--- src/lvt_pkg.sv ---
package lvt_pkg;
    localparam int unsigned ADDR_W = 8;
    localparam int unsigned FIELD_W = 10;
    localparam int unsigned DATA_W = 32;
    localparam logic [ADDR_W-1:0] OFS_LINE_SYNC = 8'h2C;
    localparam logic [ADDR_W-1:0] OFS_LINE_TOTAL = 8'h30;
    localparam logic [ADDR_W-1:0] OFS_ACT_COUNT = 8'h34;
    localparam logic [ADDR_W-1:0] OFS_ACT_START = 8'h38;
    localparam logic [ADDR_W-1:0] OFS_HTOTAL = 8'h60;
    localparam logic [ADDR_W-1:0] OFS_CTRL = 8'h64;
    localparam logic [ADDR_W-1:0] OFS_STATUS = 8'h68;
    localparam logic [FIELD_W-1:0] FIELD_RST = 10'h000;
    localparam logic [FIELD_W-1:0] HTOTAL_RST = 10'h00F;
    localparam logic [FIELD_W-1:0] FIELD_ONE = 10'h001;
    localparam int unsigned HSW_LSB = 16;
    localparam int unsigned HSW_W = 7;
    localparam int unsigned CTRL_ENABLE_BIT = 0;
    localparam int unsigned CTRL_HRTFT_BIT = 1;
    localparam int unsigned STAT_ACTIVE_BIT = 10;
    localparam int unsigned STAT_FRAME_BIT = 11;
    localparam int unsigned MAX_LINES = 1024;
    localparam logic [DATA_W-1:0] DATA_ZERO = 32'h00000000;
endpackage

--- src/lvt_timing.sv ---
`timescale 1ns/1ps
`default_nettype none
module lvt_timing
    import lvt_pkg::*;
(
    input  wire logic                      clk,
    input  wire logic                      rst,
    input  wire logic [lvt_pkg::ADDR_W-1:0] avs_address,
    input  wire logic                      avs_read,
    input  wire logic                      avs_write,
    input  wire logic [lvt_pkg::DATA_W-1:0] avs_writedata,
    input  wire logic [3:0]                avs_byteenable,
    output logic [lvt_pkg::DATA_W-1:0]     avs_readdata,
    output logic                           avs_waitrequest,
    output logic                           line_sync_pulse,
    output logic                           frame_start,
    output logic                           display_enable,
    output logic [lvt_pkg::FIELD_W-1:0]    line_index
);
    import lvt_pkg::*;

    logic [FIELD_W-1:0] hsync_start_reg;
    logic [HSW_W-1:0]   hsync_width_reg;
    logic [FIELD_W-1:0] frame_line_total_reg;
    logic [FIELD_W-1:0] active_line_count_reg;
    logic [FIELD_W-1:0] active_line_start_reg;
    logic [FIELD_W-1:0] horizontal_total_reg;
    logic               enable_reg;
    logic               high_reflect_panel_reg;
    logic               ack_reg;
    logic [FIELD_W-1:0] pix_reg;
    logic [FIELD_W-1:0] line_reg;
    logic               line_end;
    logic               frame_end;
    logic               in_active;
    logic [FIELD_W:0]   active_end;
    logic [FIELD_W:0]   sync_pos;

    function automatic logic [FIELD_W-1:0] merge10(input logic [FIELD_W-1:0] old,
                                                   input logic [DATA_W-1:0]  wd,
                                                   input logic [3:0]         be);
        logic [FIELD_W-1:0] r;
        r = old;
        if (be[0]) begin
            r[7:0] = wd[7:0];
        end
        if (be[1]) begin
            r[FIELD_W-1:8] = wd[FIELD_W-1:8];
        end
        return r;
    endfunction

    // one wait cycle per access keeps readdata registered
    assign avs_waitrequest = (avs_read || avs_write) && !ack_reg;
    wire wr_go = avs_write && ack_reg;

    always_ff @(posedge clk or posedge rst) begin
        if (rst) begin
            ack_reg <= 1'b0;
        end else begin
            ack_reg <= (avs_read || avs_write) && !ack_reg;
        end
    end

    always_ff @(posedge clk or posedge rst) begin
        if (rst) begin
            hsync_start_reg        <= FIELD_RST;
            hsync_width_reg        <= '0;
            frame_line_total_reg   <= FIELD_RST;
            active_line_count_reg  <= FIELD_RST;
            active_line_start_reg  <= FIELD_RST;
            horizontal_total_reg   <= HTOTAL_RST;
            enable_reg             <= 1'b0;
            high_reflect_panel_reg <= 1'b0;
        end else if (wr_go) begin
            if (avs_address == OFS_LINE_SYNC) begin
                hsync_start_reg <= merge10(hsync_start_reg, avs_writedata, avs_byteenable);
                if (avs_byteenable[2]) begin
                    hsync_width_reg <= avs_writedata[HSW_LSB +: HSW_W];
                end
            end else if (avs_address == OFS_LINE_TOTAL) begin
                frame_line_total_reg <= merge10(frame_line_total_reg, avs_writedata,
                                                avs_byteenable);
            end else if (avs_address == OFS_ACT_COUNT) begin
                active_line_count_reg <= merge10(active_line_count_reg, avs_writedata,
                                                 avs_byteenable);
            end else if (avs_address == OFS_ACT_START) begin
                active_line_start_reg <= merge10(active_line_start_reg, avs_writedata,
                                                 avs_byteenable);
            end else if (avs_address == OFS_HTOTAL) begin
                horizontal_total_reg <= merge10(horizontal_total_reg, avs_writedata,
                                                avs_byteenable);
            end else if (avs_address == OFS_CTRL && avs_byteenable[0]) begin
                enable_reg             <= avs_writedata[CTRL_ENABLE_BIT];
                high_reflect_panel_reg <= avs_writedata[CTRL_HRTFT_BIT];
            end
        end
    end

    always_ff @(posedge clk or posedge rst) begin
        if (rst) begin
            avs_readdata <= DATA_ZERO;
        end else if (avs_read && !ack_reg) begin
            avs_readdata <= DATA_ZERO;
            if (avs_address == OFS_LINE_SYNC) begin
                avs_readdata[FIELD_W-1:0]      <= hsync_start_reg;
                avs_readdata[HSW_LSB +: HSW_W] <= hsync_width_reg;
            end else if (avs_address == OFS_LINE_TOTAL) begin
                avs_readdata[FIELD_W-1:0] <= frame_line_total_reg;
            end else if (avs_address == OFS_ACT_COUNT) begin
                avs_readdata[FIELD_W-1:0] <= active_line_count_reg;
            end else if (avs_address == OFS_ACT_START) begin
                avs_readdata[FIELD_W-1:0] <= active_line_start_reg;
            end else if (avs_address == OFS_HTOTAL) begin
                avs_readdata[FIELD_W-1:0] <= horizontal_total_reg;
            end else if (avs_address == OFS_CTRL) begin
                avs_readdata[CTRL_ENABLE_BIT] <= enable_reg;
                avs_readdata[CTRL_HRTFT_BIT]  <= high_reflect_panel_reg;
            end else if (avs_address == OFS_STATUS) begin
                avs_readdata[FIELD_W-1:0]     <= line_reg;
                avs_readdata[STAT_ACTIVE_BIT] <= in_active;
                avs_readdata[STAT_FRAME_BIT]  <= frame_start;
            end
        end
    end

    // one pixel per clock; the counters idle at zero while disabled
    // a total written below the running count lets it run on to its wrap,
    // so software disables the block before it reprograms the timing
    assign line_end  = (pix_reg == horizontal_total_reg);
    assign frame_end = line_end && (line_reg == frame_line_total_reg);

    always_ff @(posedge clk or posedge rst) begin
        if (rst) begin
            pix_reg <= FIELD_RST;
        end else if (!enable_reg || line_end) begin
            pix_reg <= FIELD_RST;
        end else begin
            pix_reg <= pix_reg + FIELD_ONE;
        end
    end

    // 10-bit counter reaches line 1023, so 1024 lines fit
    always_ff @(posedge clk or posedge rst) begin
        if (rst) begin
            line_reg <= FIELD_RST;
        end else if (!enable_reg || frame_end) begin
            line_reg <= FIELD_RST;
        end else if (line_end) begin
            line_reg <= line_reg + FIELD_ONE;
        end
    end

    // start used as is, in whole lines, for both TFT kinds
    assign active_end = {1'b0, active_line_start_reg} + {1'b0, active_line_count_reg};
    // lines outside [start, start+count] are the non-display part
    assign in_active = enable_reg && (line_reg >= active_line_start_reg)
                       && ({1'b0, line_reg} <= active_end);
    assign sync_pos = {1'b0, hsync_start_reg} + {{FIELD_W{1'b0}}, 1'b1};

    always_ff @(posedge clk or posedge rst) begin
        if (rst) begin
            line_sync_pulse <= 1'b0;
            frame_start     <= 1'b0;
            display_enable  <= 1'b0;
            line_index      <= FIELD_RST;
        end else begin
            // pulse lasts width+1 pixels from start+1
            line_sync_pulse <= enable_reg && ({1'b0, pix_reg} >= sync_pos)
                               && ({1'b0, pix_reg} <= sync_pos + {4'h0, hsync_width_reg});
            frame_start     <= enable_reg && (line_reg == FIELD_RST) && (pix_reg == FIELD_RST);
            display_enable  <= in_active;
            line_index      <= line_reg;
        end
    end

    a_line_wrap: assert property (@(posedge clk) disable iff (rst)
        frame_end && enable_reg |=> line_reg == FIELD_RST)
        else $error("line counter did not wrap at total");
    a_line_step: assert property (@(posedge clk) disable iff (rst)
        enable_reg && line_end && !frame_end |=> line_reg == $past(line_reg) + FIELD_ONE)
        else $error("line counter did not advance");
    a_active_gate: assert property (@(posedge clk) disable iff (rst)
        enable_reg && line_reg < active_line_start_reg |=> !display_enable)
        else $error("display enabled before start line");
    a_sync_place: assert property (@(posedge clk) disable iff (rst)
        enable_reg && pix_reg == hsync_start_reg |=> !line_sync_pulse)
        else $error("sync began one pixel early");
    a_sync_start: assert property (@(posedge clk) disable iff (rst)
        enable_reg && {1'b0, pix_reg} == sync_pos |=> line_sync_pulse)
        else $error("sync did not begin at start plus one");
    a_active_start: assert property (@(posedge clk) disable iff (rst)
        enable_reg && line_reg == active_line_start_reg |=> display_enable)
        else $error("display not enabled at start line");
    a_active_stop: assert property (@(posedge clk) disable iff (rst)
        enable_reg && {1'b0, line_reg} > active_end |=> !display_enable)
        else $error("display enabled past count plus one lines");
    a_pix_wrap: assert property (@(posedge clk) disable iff (rst)
        enable_reg && line_end |=> pix_reg == FIELD_RST)
        else $error("pixel counter did not wrap at line end");

    c_frame: cover property (@(posedge clk) disable iff (rst) frame_start);
    c_active: cover property (@(posedge clk) disable iff (rst) $rose(display_enable));
    c_sync: cover property (@(posedge clk) disable iff (rst) $rose(line_sync_pulse));
    c_wrap: cover property (@(posedge clk) disable iff (rst) enable_reg && frame_end);
endmodule
`default_nettype wire

--- config.mk ---
export PLATFORM = sky130hd
export DESIGN_NAME = lvt_timing
export DESIGN_NICKNAME = d
export VERILOG_FILES = /design/src/lvt_pkg.sv /design/src/lvt_timing.sv
export SDC_FILE = /design/constraint.sdc
export NUM_CORES = 1
export LEC_CHECK = 0
export BUFFER_PORTS_ARGS = -buffer_cell sky130_fd_sc_hd__buf_2
export CORE_MARGIN = 2
export CORE_UTILIZATION = 55
export DETAILED_ROUTE_END_ITERATION = 6
export PLACE_DENSITY = 0.87
export SYNTH_ARGS = -nofsm -noshare
export SYNTH_HDL_FRONTEND = slang
export SYNTH_SLANG_ARGS = --single-unit
--- constraint.sdc ---
create_clock -name clk -period 6.93 [get_ports clk]
set_clock_uncertainty 0.05 [all_clocks]
set_input_delay 0.693 -clock clk [delete_from_list [all_inputs] [get_ports clk]]
set_output_delay 0.693 -clock clk [all_outputs]
set_load 0.02 [all_outputs]
Yosys cells after proc, flatten, opt, wreduce, memory -nomap -nowiden --
Index checks and enable logic that the tools add are counted.
Cells by class: add/subtract/negate cells 5, $mul 0, div/mod/pow operators 0, order comparisons 4, eq/ne operators 9, shift operators 0, muxes and demuxes 17, bitwise logic cells 5, reductions and logical operators 31
Operators by type and width (number):
- $mux W10 | 9
- $eq A8 B6 Y1 const B | 4
- $eq A8 B7 Y1 const B | 3
- $le A10 B11 Y1 | 2
- $reduce_and A7 Y1 | 3
- $add A10 B1 Y10 const B | 2
- $eq A10 B10 Y1 | 2
- $logic_not A10 Y1 | 2
- $mux W12 | 1
- $mux W2 | 6
- $reduce_and A6 Y1 | 2
- $add A10 B1 Y11 const B | 1
- $add A10 B10 Y11 | 1
- $add A11 B7 Y11 | 1
- $ge A10 B11 Y1 | 1
- $logic_and A1 B1 Y1 | 11
- $ge A10 B10 Y1 | 1
- $reduce_and A5 Y1 | 2
- $reduce_and A3 Y1 | 3
- $reduce_and A4 Y1 | 2
- $mux W7 | 1
- $not A1 Y1 | 5
- $logic_or A1 B1 Y1 | 3
- $logic_not A1 Y1 | 2
- $reduce_bool A2 Y1 | 1
Word-level totals: register bits 112, latch bits 0, memory bits (writable) 0, ROM bits 0, input bits 48, memories 0

Logic depth before layout (Yosys ltp) --
Gate-level depths: netlist of the first run.
word-level depth 10, gate-level depth with buffers 17, gate-level depth less buffers 17

Worst setup path after synthesis of the first run --
OpenSTA, ideal clock, no wires.
kind flip-flop to flip-flop, from reg active_line_count_reg[1], to reg avs_readdata[10] (netlist bit), data arrival time 3163 ps, slack 3653 ps, stages on the path, launching flop included 14, clock period less this slack 3277 ps, path through dfrtp_1 -> ha_1 -> a21oi_1 -> nor2b_1 -> o31a_1 -> o41ai_1 -> or4b_1 -> and3_1 -> ha_1 -> nand3_1 -> o31ai_1 -> a21oi_1 -> a211oi_1 -> a31o_2
On the way: cells in the longest elaborated chain, start to end 10
RTL lines:
- start: declaration | line lvt_timing.sv:25 | logic [FIELD_W-1:0] active_line_count_reg;
- start signal: assignment | line lvt_timing.sv:85 | active_line_count_reg <= merge10(active_line_count_reg, avs_writedata,
- $add A10 B10 Y11 | line lvt_timing.sv:155 | assign active_end = {1'b0, active_line_start_reg} + {1'b0, active_line_count_reg};
- $le A10 B11 Y1 | line lvt_timing.sv:158 | && ({1'b0, line_reg} <= active_end);
- $logic_and A1 B1 Y1 | line lvt_timing.sv:158
- named net in_active | line lvt_timing.sv:35 | logic in_active;
- $mux W12 | line lvt_timing.sv:119 | end else if (avs_address == OFS_STATUS) begin
- $mux W10 | line lvt_timing.sv:116 | end else if (avs_address == OFS_CTRL) begin
- $mux W2 | line lvt_timing.sv:114 | end else if (avs_address == OFS_HTOTAL) begin
- $mux W2 | line lvt_timing.sv:112 | end else if (avs_address == OFS_ACT_START) begin
- $mux W2 | line lvt_timing.sv:110 | end else if (avs_address == OFS_ACT_COUNT) begin
- $mux W2 | line lvt_timing.sv:108 | end else if (avs_address == OFS_LINE_TOTAL) begin
- $mux W2 | line lvt_timing.sv:105 | if (avs_address == OFS_LINE_SYNC) begin
- end signal: indexed assignment | line lvt_timing.sv:106 | avs_readdata[FIELD_W-1:0] <= hsync_start_reg;
- end signal: indexed assignment | line lvt_timing.sv:109 | avs_readdata[FIELD_W-1:0] <= frame_line_total_reg;
- end signal: indexed assignment | line lvt_timing.sv:111 | avs_readdata[FIELD_W-1:0] <= active_line_count_reg;
- end: declaration | line lvt_timing.sv:13 | output logic [lvt_pkg::DATA_W-1:0] avs_readdata,
The timed path passes the listed nets, and every way through them passes these cells. A chain may end at the register's enable or synchronous reset.

Final worst setup path of the first run --
Ends and elaborated chain as after synthesis.

==> flow_metrics.env, run 1 <==
export IMPL_powerDensity_nw_per_um2=169
export IMPL_cts_sinks=112
export IMPL_worst_slew_pin_slew_ns=1.30
export IMPL_nFillCells=1024
export IMPL_cp_start_kind="flip-flop"
export IMPL_postCtsSetupRepairBufs=0
export IMPL_rrSetupSlack_ns=2.86
export IMPL_antenna_found_initial=0
export IMPL_regMostFlops="avs_readdata"
export IMPL_drc_errors=0
export IMPL_routed_via_density=6.12
export IMPL_synthXorXnorAreaFrac=0.0614
export IMPL_rsz0062_at_grt="no"
export IMPL_dr_first_iter_drc_count=417
export IMPL_grt_pass1_wl_um=29200
export IMPL_critPathBufInv=0
export IMPL_cp_cell_sequence="ha_1, a21oi_1, nor2b_1, o31a_1, o41ai_1, or4b_1, and3_1, ha_1, nand3_1, o31ai_1, a21oi_1, a211oi_1, a31o_2"
export IMPL_cts_clk_slew_worst_paths_ns=0.08
export IMPL_synth_async_reset_ratio=1.00
export IMPL_die_h_um=118
export IMPL_arrival_ns=4.33
export IMPL_crit_required_ns=7.19
export IMPL_layout_commonest_cell="dfrtp_1"
export IMPL_htreeDepth=3
export IMPL_synth_area_um2=7120
export IMPL_period_minus_slack_ns=4.07
export IMPL_slowest_delay_ns=0.62
export IMPL_finalInstanceArea_um2=7840
export IMPL_ys_ff_latch=112
export IMPL_worstSkewPairLatency_ns=0.37
export IMPL_post_dp_cell_area_um2=7540
export IMPL_dp_cells=935
export IMPL_end_kind="flip-flop"
export IMPL_synth_edf_count=0
export IMPL_ios=94
export IMPL_synth_fa_ha_area_frac=0.115
export IMPL_synth_cells=718
export IMPL_fin_setup_tns_ns=0
export IMPL_io_buffers=64
export IMPL_yosys_warnings=0
export IMPL_r2r_end="avs_readdata[10]"
export IMPL_crit_family="compound AO/OA/AOI/OAI gates"
export IMPL_path_class="reg2reg"
export IMPL_r2r_cells=13
export IMPL_drive_above_1_share=0.195
export IMPL_cts_tree="done"
export IMPL_syn_to_final_growth_pct=10.1
export IMPL_ant_nets=0
export IMPL_layout_common_cells="dfrtp_1 (108), nand2_1 (71), buf_2 (64)"
export IMPL_vias=5822
export IMPL_track_usage=0.268
export IMPL_numCtsBuffers=9
export IMPL_timing_fmax_mhz=245
export IMPL_synthFlopType="dfrtp_1"
export IMPL_hp_class="in2async"
export IMPL_antennaDiodeCount=0
export IMPL_power_leakage_uw=0.00374
export IMPL_maxCapViolations=0
export IMPL_setup_viol=0
export IMPL_gp_congestion=0.949
export IMPL_fp_coreArea_um2=12600
export IMPL_status="finished, final reports clean"
export IMPL_wl_um=18200
export IMPL_largest_register_ffs=19
export IMPL_synth_top_family_by_area="simple AND/OR/NAND/NOR gates"
export IMPL_rows=41
export IMPL_final_hold_violation_count=0
export IMPL_grt_pass1_vias=5641
export IMPL_wire_per_inst_um=19.1
export IMPL_die_x_um=118
export IMPL_ys_types=73
export IMPL_root_buffer="clkbuf_16"
export IMPL_dr_pass1_iters=5
export IMPL_critPathMaxFanout=4
export IMPL_grt_max_degree=67
export IMPL_muxShareOfSynthArea=0.0846
export IMPL_die_area_um2=13900
export IMPL_cts_path_max_buffers=2
export IMPL_ctsResizeCount=0
export IMPL_yosys_area_share_simple=0.158
export IMPL_initial_core_util=0.564
export IMPL_finalPower_uw=1320
export IMPL_fin_crit_sh=0.588
export IMPL_nets=886
export IMPL_slowest_stage="o41ai_1"
export IMPL_cts_hold_buf=0
export IMPL_relSlewSlack=0.124
export IMPL_ys_seq_area_frac=0.395
export IMPL_timing_rr_start="active_line_count_reg[1]"
export IMPL_slew_violations=0
export IMPL_hpwlAfterDp_um=13200
export IMPL_ir_drop_uv=134
export IMPL_synth_compound_area_share=0.141
export IMPL_final_cells=951
export IMPL_syn_avg_cell_area_um2=9.91
export IMPL_overflow=0
==> stage by stage <==
stage / util / setup slack (ns) / hold slack [ns]
2_1_floorplan: - / 3.23 / 0.351
3_3_place_gp: 0.598 / 3.08 / 0.414
3_5_place_dp: 0.598 / 2.90 / 0.411
4_1_cts: 0.621 / 2.88 / 0.369
5_1_grt: 0.621 / 2.68 / 0.407
6_report: 0.621 / 2.86 / 0.346
==> layer usage <==
metal | vias to the layer above | part of all wire | track usage
met2 | 244 | 0.47 | 0.434
met4 | 0 | 0.040 | 0.127
li1 | 2666 | - | -
met1 | 2857 | 0.43 | 0.350
met5 | - | 0 | 0
met3 | 55 | 0.064 | 0.0475
==> power breakdown <==
part           switching (µW)  internal [µW]
sequential               11.0            664
clock                     266            252
combinational            86.9           44.8
==> cells in the mapped netlist (3+ instances only) <==
master,instances,area share
a211oi_1,4,0.0042
a21boi_1,3,0.0032
a21o_1,7,0.0074
a21oi_1,28,0.020
a22o_1,4,0.0049
a22oi_1,12,0.013
a31o_2,4,0.0049
a31oi_1,4,0.0035
and2_1,7,0.0062
and3_1,13,0.011
buf_4,15,0.016
clkbuf_1,16,0.0084
dfrtp_1,108,0.38
dfstp_2,4,0.015
ha_1,62,0.11
inv_1,35,0.018
mux2_2,47,0.074
mux2i_1,5,0.0070
nand2_1,71,0.037
nand2b_1,11,0.0097
nand3_1,18,0.013
nand4_1,7,0.0062
nor2_1,40,0.021
nor2b_1,9,0.0079
nor3_1,8,0.0056
nor3b_1,3,0.0032
nor4_1,5,0.0044
nor4bb_1,3,0.0042
o2111ai_1,4,0.0049
o21a_1,6,0.0063
o21ai_0,42,0.030
o221ai_1,4,0.0049
o22ai_1,8,0.0070
o31ai_1,3,0.0032
o41ai_1,4,0.0049
or3_1,3,0.0026
or3b_1,3,0.0037
xnor2_1,26,0.032
xor2_1,22,0.027
==> layout make-up <==
type / count / area, µm² / share of cell area
multi-input cells: 549 / 4040 / 0.516
flip-flops and latches: 112 / 2810 / 0.358
repair buffers: 67 / 343 / 0.0437
clock buffers: 9 / 225 / 0.0287
well taps: 172 / 215 / 0.0275
inverters: 35 / 134 / 0.0171
clock inverters: 7 / 67.6 / 0.00862
==> cell families after synthesis <==
group / count (synthesis)
compound gates: 152
xor+xnor: 49
fa+ha+maj: 64
buf+inv: 69
flops: 112
mux: 54
other cells: 1
simple gates: 217
==> how the worst max path moves through the flow <==
| stage | start | end | slack, ns | depth (start not counted) |
|---|---|---|---|---|
| 4_1_cts | active_line_count_reg[1] | avs_readdata[10] | 2.88 | 13 |
| 2_1_floorplan | rst | ack_reg | 3.23 | 1 |
| 3_5_place_dp | active_line_count_reg[1] | avs_readdata[10] | 2.90 | 13 |
| 6_report | active_line_count_reg[1] | avs_readdata[10] | 2.86 | 13 |
| 5_1_grt | active_line_count_reg[1] | avs_readdata[10] | 2.68 | 13 |
| 3_3_place_gp | active_line_count_reg[1] | avs_readdata[10] | 3.08 | 13 |
==> worst register-to-register path: cells and delay by family, from the launching register on <==
family,cells,cell delay (ns)
compound gates,7,2.13
fa+ha+maj,2,0.60
flops,1,0.42
simple gates,4,0.84
(Power assumes the default switching activity.)
==> run 2: changes to the inputs <==
- ABC_AREA: default -> 1
- PLACE_DENSITY: 0.87 -> 0.86
- clock period: 6.93 -> 4.2 ns (I/O delays scaled with it)
==> run 2 against run 1 <==
  * The flow now finishes with violations (design-rule violations)
  * Largest cell class unchanged
  * Sequential share of layout area decreased by 1.4 points
  * Register-to-register slack got worse by 2.0 ns
  * Critical path depth is 8 higher
  * Worst setup slack got worse by 2.0 ns
  * Clock-buffer cell count up 3
==> flow_metrics.env, run 2 <==
export IMPL_status="finished with violations"
export IMPL_violations="design-rule violations"
export IMPL_path_class="reg2reg"
export IMPL_nets=1111
export IMPL_critPathMaxFanout=7
export IMPL_post_dp_cell_area_um2=7870
export IMPL_initial_core_util=0.564
export IMPL_ys_ff_latch=112
export IMPL_relSlewSlack=0.414
export IMPL_numCtsBuffers=9
export IMPL_yosysMostFrequentCell="nand2_1"
export IMPL_htreeDepth=3
export IMPL_ir_drop_uv=181
export IMPL_antenna_found_initial=0
export IMPL_grt_pass1_vias=6194
export IMPL_worst_slew_pin_slew_ns=0.878
export IMPL_yosys_warnings=0
export IMPL_crit_required_ns=4.40
export IMPL_die_x_um=121
export IMPL_power_leakage_uw=0.00434
export IMPL_regMostFlops="avs_readdata"
export IMPL_die_h_um=121
export IMPL_arrival_ns=3.50
export IMPL_cts_path_max_buffers=2
export IMPL_vias=6632
export IMPL_slew_violations=0
export IMPL_rsz0062_at_grt="no"
export IMPL_timing_rr_start="hsync_start_reg[0]"
export IMPL_synth_area_um2=7470
export IMPL_wl_met3_um=1840
export IMPL_postCtsSetupRepairBufs=0
export IMPL_yosys_top_cells_area="dfrtp_1 (36%), nand2_1 (11%), ha_1 (10%)"
export IMPL_ios=94
export IMPL_drive_above_1_share=0.125
export IMPL_worstSkewPairLatency_ns=0.36
export IMPL_root_buffer="clkbuf_16"
export IMPL_timing_fmax_mhz=303
export IMPL_final_hold_violation_count=0
export IMPL_synthFlopType="dfrtp_1"
export IMPL_ant_nets=0
export IMPL_yosysTopAreaCellShare=0.362
export IMPL_wire_per_inst_um=16.6
export IMPL_cts_sinks=112
export IMPL_cts_clk_slew_worst_paths_ns=0.07
export IMPL_layout_commonest_cell="nand2_1"
export IMPL_synth_cells=938
export IMPL_syn_avg_cell_area_um2=7.96
export IMPL_netlist_top_cells_count="nand2_1 (225), inv_1 (117), dfrtp_1 (108), nor2_1 (67), o21ai_0 (63)"
export IMPL_grt_max_degree=67
export IMPL_cts_tree="done"
export IMPL_hp_class="in2async"
export IMPL_highest_layer="met4"
export IMPL_route_met2_wl_um=8660
export IMPL_die_area_um2=14500
export IMPL_period_minus_slack_ns=3.30
export IMPL_gp_congestion=0.899
export IMPL_dr_pass1_iters=7
export IMPL_fin_setup_tns_ns=0
export IMPL_fp_coreArea_um2=13200
export IMPL_dr_first_iter_drc_count=707
export IMPL_powerDensity_nw_per_um2=265
export IMPL_layout_common_cells="nand2_1 (225), inv_1 (116), dfrtp_1 (108)"
export IMPL_synth_edf_count=0
export IMPL_finalInstanceArea_um2=8160
export IMPL_r2r_cells=21
export IMPL_antennaDiodeCount=0
export IMPL_rows=42
export IMPL_ys_types=47
export IMPL_ctsResizeCount=0
export IMPL_cp_start_kind="flip-flop"
export IMPL_overflow=0
export IMPL_routed_via_density=5.62
export IMPL_synth_async_reset_ratio=1.00
export IMPL_maxCapViolations=0
export IMPL_io_buffers=64
export IMPL_synth_top_cell_by_area="dfrtp_1"
export IMPL_drc_errors=18
export IMPL_setup_viol=0
export IMPL_hpwlAfterDp_um=14700
export IMPL_wl_um=19600
export IMPL_fin_crit_sh=0.785
export IMPL_rrSetupSlack_ns=0.90
export IMPL_end_kind="flip-flop"
export IMPL_grt_pass1_wl_um=31300
export IMPL_r2r_end="line_sync_pulse"
export IMPL_ys_seq_area_frac=0.376
export IMPL_syn_to_final_growth_pct=9.21
export IMPL_track_usage=0.276
export IMPL_wl_met1_um=8590
export IMPL_cts_hold_buf=0
export IMPL_largest_register_ffs=19
==> run 2: cell types whose count changed after synthesis, sizes merged, moves of 11 or more <==
cell,previous run,this run
nand2,72,231
inv,35,122
o21ai,43,90
mux2,49,7
nor2,41,77
nand3,19,44
nand4,7,32
xnor2,27,7
a21oi,29,44
xor2,22,36
a22oi,12,0
and3,13,1
clkbuf,16,5
nand2b,11,0
==> run 2: per-layer routing <==
metal | track usage | vias up
li1 | - | 3184
met3 | 0.0519 | 50
met2 | 0.416 | 345
met4 | 0.102 | 0
met1 | 0.397 | 3053
met5 | 0 | -
==> run 2: worst max path at each step <==
stage	start	to	slack [ns]
final	hsync_start_reg[0]	line_sync_pulse	0.90
after global routing	hsync_start_reg[0]	line_sync_pulse	0.56
after CTS	hsync_start_reg[0]	line_sync_pulse	0.92
after detailed placement	hsync_start_reg[0]	line_sync_pulse	0.95
after global placement	hsync_start_reg[0]	line_sync_pulse	1.08
after floorplan	rst	ack_reg	0.78
==> run 2: final cells by class <==
class	count	area, µm²
timing repair buffer	67	343
clock buffer	12	236
inverter	123	477
tap	176	220
fill	1148	5080
multi-input combinational	686	4020
sequential	112	2810
clock inverter	4	53.8
==> run 2: logic make-up after synthesis <==
group,Yosys count,share of synthesized area
AOI/OAI and AO/OA,154,0.110
xor gates and xnor gates,43,0.0504
adders and majority gates,64,0.109
buffers and inverters,152,0.0919
DFF,112,0.376
muxes,7,0.0141
other,1,0.000502
and+or+nand+nor,405,0.248
==> run 2: critical path, stage by stage (launching register included) <==
cell	delay [ns]
dfrtp_1	0.46
ha_1	0.25
nand2_1	0.09
nor2_1	0.20
xor2_1	0.27
ha_1	0.34
a21oi_1	0.22
o21ai_0	0.11
nor2_1	0.12
xor2_1	0.08
ha_1	0.27
nand2_1	0.06
nor2_1	0.14
nand2_1	0.07
nand3_1	0.08
nand2_1	0.06
nand2_1	0.06
nand2_1	0.06
nand2_1	0.06
nand3_1	0.06
nand2_1	0.06
inv_1	0.04
==> run 2: per-stage QoR <==
step,setup slack (ns),instances,total power (µW),hold slack [ns],utilization
6_report,0.905,1180,2160,0.165,0.616
5_1_grt,0.561,1180,2230,0.243,0.616
4_1_cts,0.924,1180,2160,0.207,0.616
3_5_place_dp,0.949,1164,1320,0.403,0.594
3_3_place_gp,1.08,1164,1310,0.401,0.594
2_1_floorplan,0.778,950,1260,0.351,-
==> run 2: power breakdown <==
group / internal [µW] / total [µW] / leakage [µW] / switching [µW]
logic: 54.5 / 195 / 0.00266 / 140
registers: 1090 / 1110 / 0.00154 / 16.2
clock network: 466 / 860 / 0.000133 / 394
total: 1610 / 2160 / 0.00434 / 550
==> run 3: changes to the inputs <==
- ABC_AREA: 1 -> 0
- PLACE_DENSITY: 0.86 -> 0.87
- clock period: 4.2 -> 3.35 ns (I/O delays scaled with it)
==> run 3 against run 2 <==
  * The run ends with negative hold slack, negative setup slack left
  * Worst setup slack got worse by 1.0 ns
  * First-iteration DRC count rose by 1.1%
  * Sequential power rose by 26%
  * Final area rose by 2.1%
  * Clock power rose by 43%
  * Largest power group unchanged
==> flow_metrics.env, run 3 (synthesized netlist as in run 1, its figures left out) <==
export IMPL_crit_family="compound AO/OA/AOI/OAI gates"
export IMPL_htreeDepth=3
export IMPL_slowest_delay_ns=0.51
export IMPL_crit_required_ns=3.61
export IMPL_fin_crit_sh=1.03
export IMPL_cts_clk_slew_worst_paths_ns=0.08
export IMPL_end_kind="flip-flop"
export IMPL_cp_start_kind="flip-flop"
export IMPL_ios=94
export IMPL_ant_nets=0
export IMPL_wl_um=20400
export IMPL_die_x_um=118
export IMPL_layout_common_cells="dfrtp_1 (104), nand2_1 (70), buf_2 (64)"
export IMPL_cpMostUsedCell="a21oi_2"
export IMPL_timing_rr_start="active_line_start_reg[1]"
export IMPL_ir_drop_uv=306
export IMPL_worstSkewPairLatency_ns=0.37
export IMPL_track_usage=0.291
export IMPL_status="finished with violations"
export IMPL_grt_pass1_vias=5885
export IMPL_cts_tree="done"
export IMPL_powerDensity_nw_per_um2=351
export IMPL_initial_core_util=0.564
export IMPL_drc_errors=0
export IMPL_numCtsBuffers=9
export IMPL_io_buffers=64
export IMPL_slew_violations=0
export IMPL_regMostFlops="avs_readdata"
export IMPL_hp_class="in2async"
export IMPL_finalInstanceArea_um2=8330
export IMPL_largest_register_ffs=19
export IMPL_overflow=0
export IMPL_cp_cell_sequence="ha_1, a21oi_2, nor2b_1, o31a_1, o41ai_2, or4b_4, and3_4, ha_4, nand3_2, o31ai_2, a21oi_2, a211oi_2, a31o_2"
export IMPL_syn_to_final_growth_pct=17.0
export IMPL_critPathBufInv=0
export IMPL_timing_fmax_mhz=291
export IMPL_gp_congestion=0.944
export IMPL_cts_sinks=112
export IMPL_slowest_stage="or4b_4"
export IMPL_relSlewSlack=0.310
export IMPL_drive_above_1_share=0.264
export IMPL_r2r_end="avs_readdata[10]"
export IMPL_antenna_found_initial=0
export IMPL_vias=6075
export IMPL_r2r_cells=13
export IMPL_rrSetupSlack_ns=-0.09
export IMPL_routed_via_density=6.21
export IMPL_critPathMaxFanout=2
export IMPL_arrival_ns=3.70
export IMPL_grt_max_degree=68
export IMPL_dr_first_iter_drc_count=715
export IMPL_power_leakage_uw=0.00393
export IMPL_root_buffer="clkbuf_16"
export IMPL_worst_slack_ns=-0.0916
export IMPL_fp_coreArea_um2=12600
export IMPL_post_dp_cell_area_um2=7720
export IMPL_rows=41
export IMPL_die_h_um=118
export IMPL_rsz0062_at_grt="yes"
export IMPL_violations="negative hold slack, negative setup slack"
export IMPL_whs_ns=-0.0145
export IMPL_setup_viol=2
export IMPL_finalPower_uw=2920
export IMPL_antennaDiodeCount=0
export IMPL_worst_slew_pin_slew_ns=1.04
export IMPL_dr_pass1_iters=6
export IMPL_maxCapViolations=0
export IMPL_period_minus_slack_ns=3.44
export IMPL_die_area_um2=13900
export IMPL_path_class="reg2reg"
export IMPL_final_util=0.660
export IMPL_hpwlAfterDp_um=13800
export IMPL_grt_pass1_wl_um=31700
export IMPL_final_hold_violation_count=25
export IMPL_wire_per_inst_um=20.8
export IMPL_nets=913
export IMPL_cts_path_max_buffers=2
export IMPL_layout_commonest_cell="dfrtp_1"
run 3: changes by cell type in the layout (fill, tap and decap cells not counted), sizes merged, moves of 14 or more:
| cell | before | now |
|---|---|---|
| xor2 | 36 | 22 |
| buf | 67 | 94 |
| inv | 123 | 37 |
| o21ai | 90 | 43 |
| xnor2 | 7 | 27 |
| nand3 | 44 | 19 |
| nand4 | 32 | 7 |
| nor2 | 77 | 41 |
| a21oi | 44 | 29 |
| mux2 | 7 | 49 |
| nand2 | 231 | 72 |
run 3: stage by stage:
stage               setup WS (ns)  TNS (ns)  cells
floorplan                  0.0126         0    730
global placement           -0.128    -0.128    958
detailed placement         -0.278    -0.470    958
CTS                        -0.195    -0.243    975
global route               -0.168    -0.329    978
finish                    -0.0916    -0.121    978
run 3: worst max-delay path by stage:
stage                                         from               end  slack (ns)  cells after the start
after CTS                 active_line_start_reg[1]  avs_readdata[10]       -0.19                     13
after global routing      active_line_start_reg[1]  avs_readdata[10]       -0.17                     14
after floorplan                                rst           ack_reg        0.01                      1
after detailed placement  active_line_count_reg[1]  avs_readdata[10]       -0.28                     15
after global placement    active_line_count_reg[1]  avs_readdata[10]       -0.13                     15
final                     active_line_start_reg[1]  avs_readdata[10]       -0.09                     13
run 3: routing by layer:
metal	GRT usage	part of all wire	vias to the layer above
met1	0.378	0.40	2920
met4	0.142	0.049	0
li1	-	-	2730
met3	0.0436	0.069	85
met2	0.479	0.48	340
met5	0	0	-
run 3: timing repair:
item,in CTS,in global routing
setup endpoints to repair,3,3
resized for setup,21,22
pin swaps,13,16
hold buffers,0,0
setup buffers,2,3
run 3: final cells by class:
cell class	instances	area, µm²
Clock buffer	10	239
Clock inverter	6	101
Fill cell	955	4290
Inverter	35	134
Multi-Input combinational cell	549	4270
Sequential cell	112	2810
Tap cell	172	215
Timing Repair Buffer	94	558
run 3: report_power, final:
group	total, µW	internal (µW)	switching [µW]
clock	1230	688	537
sequential	1400	1370	23.8
combinational	301	110	191
total	2920	2170	752
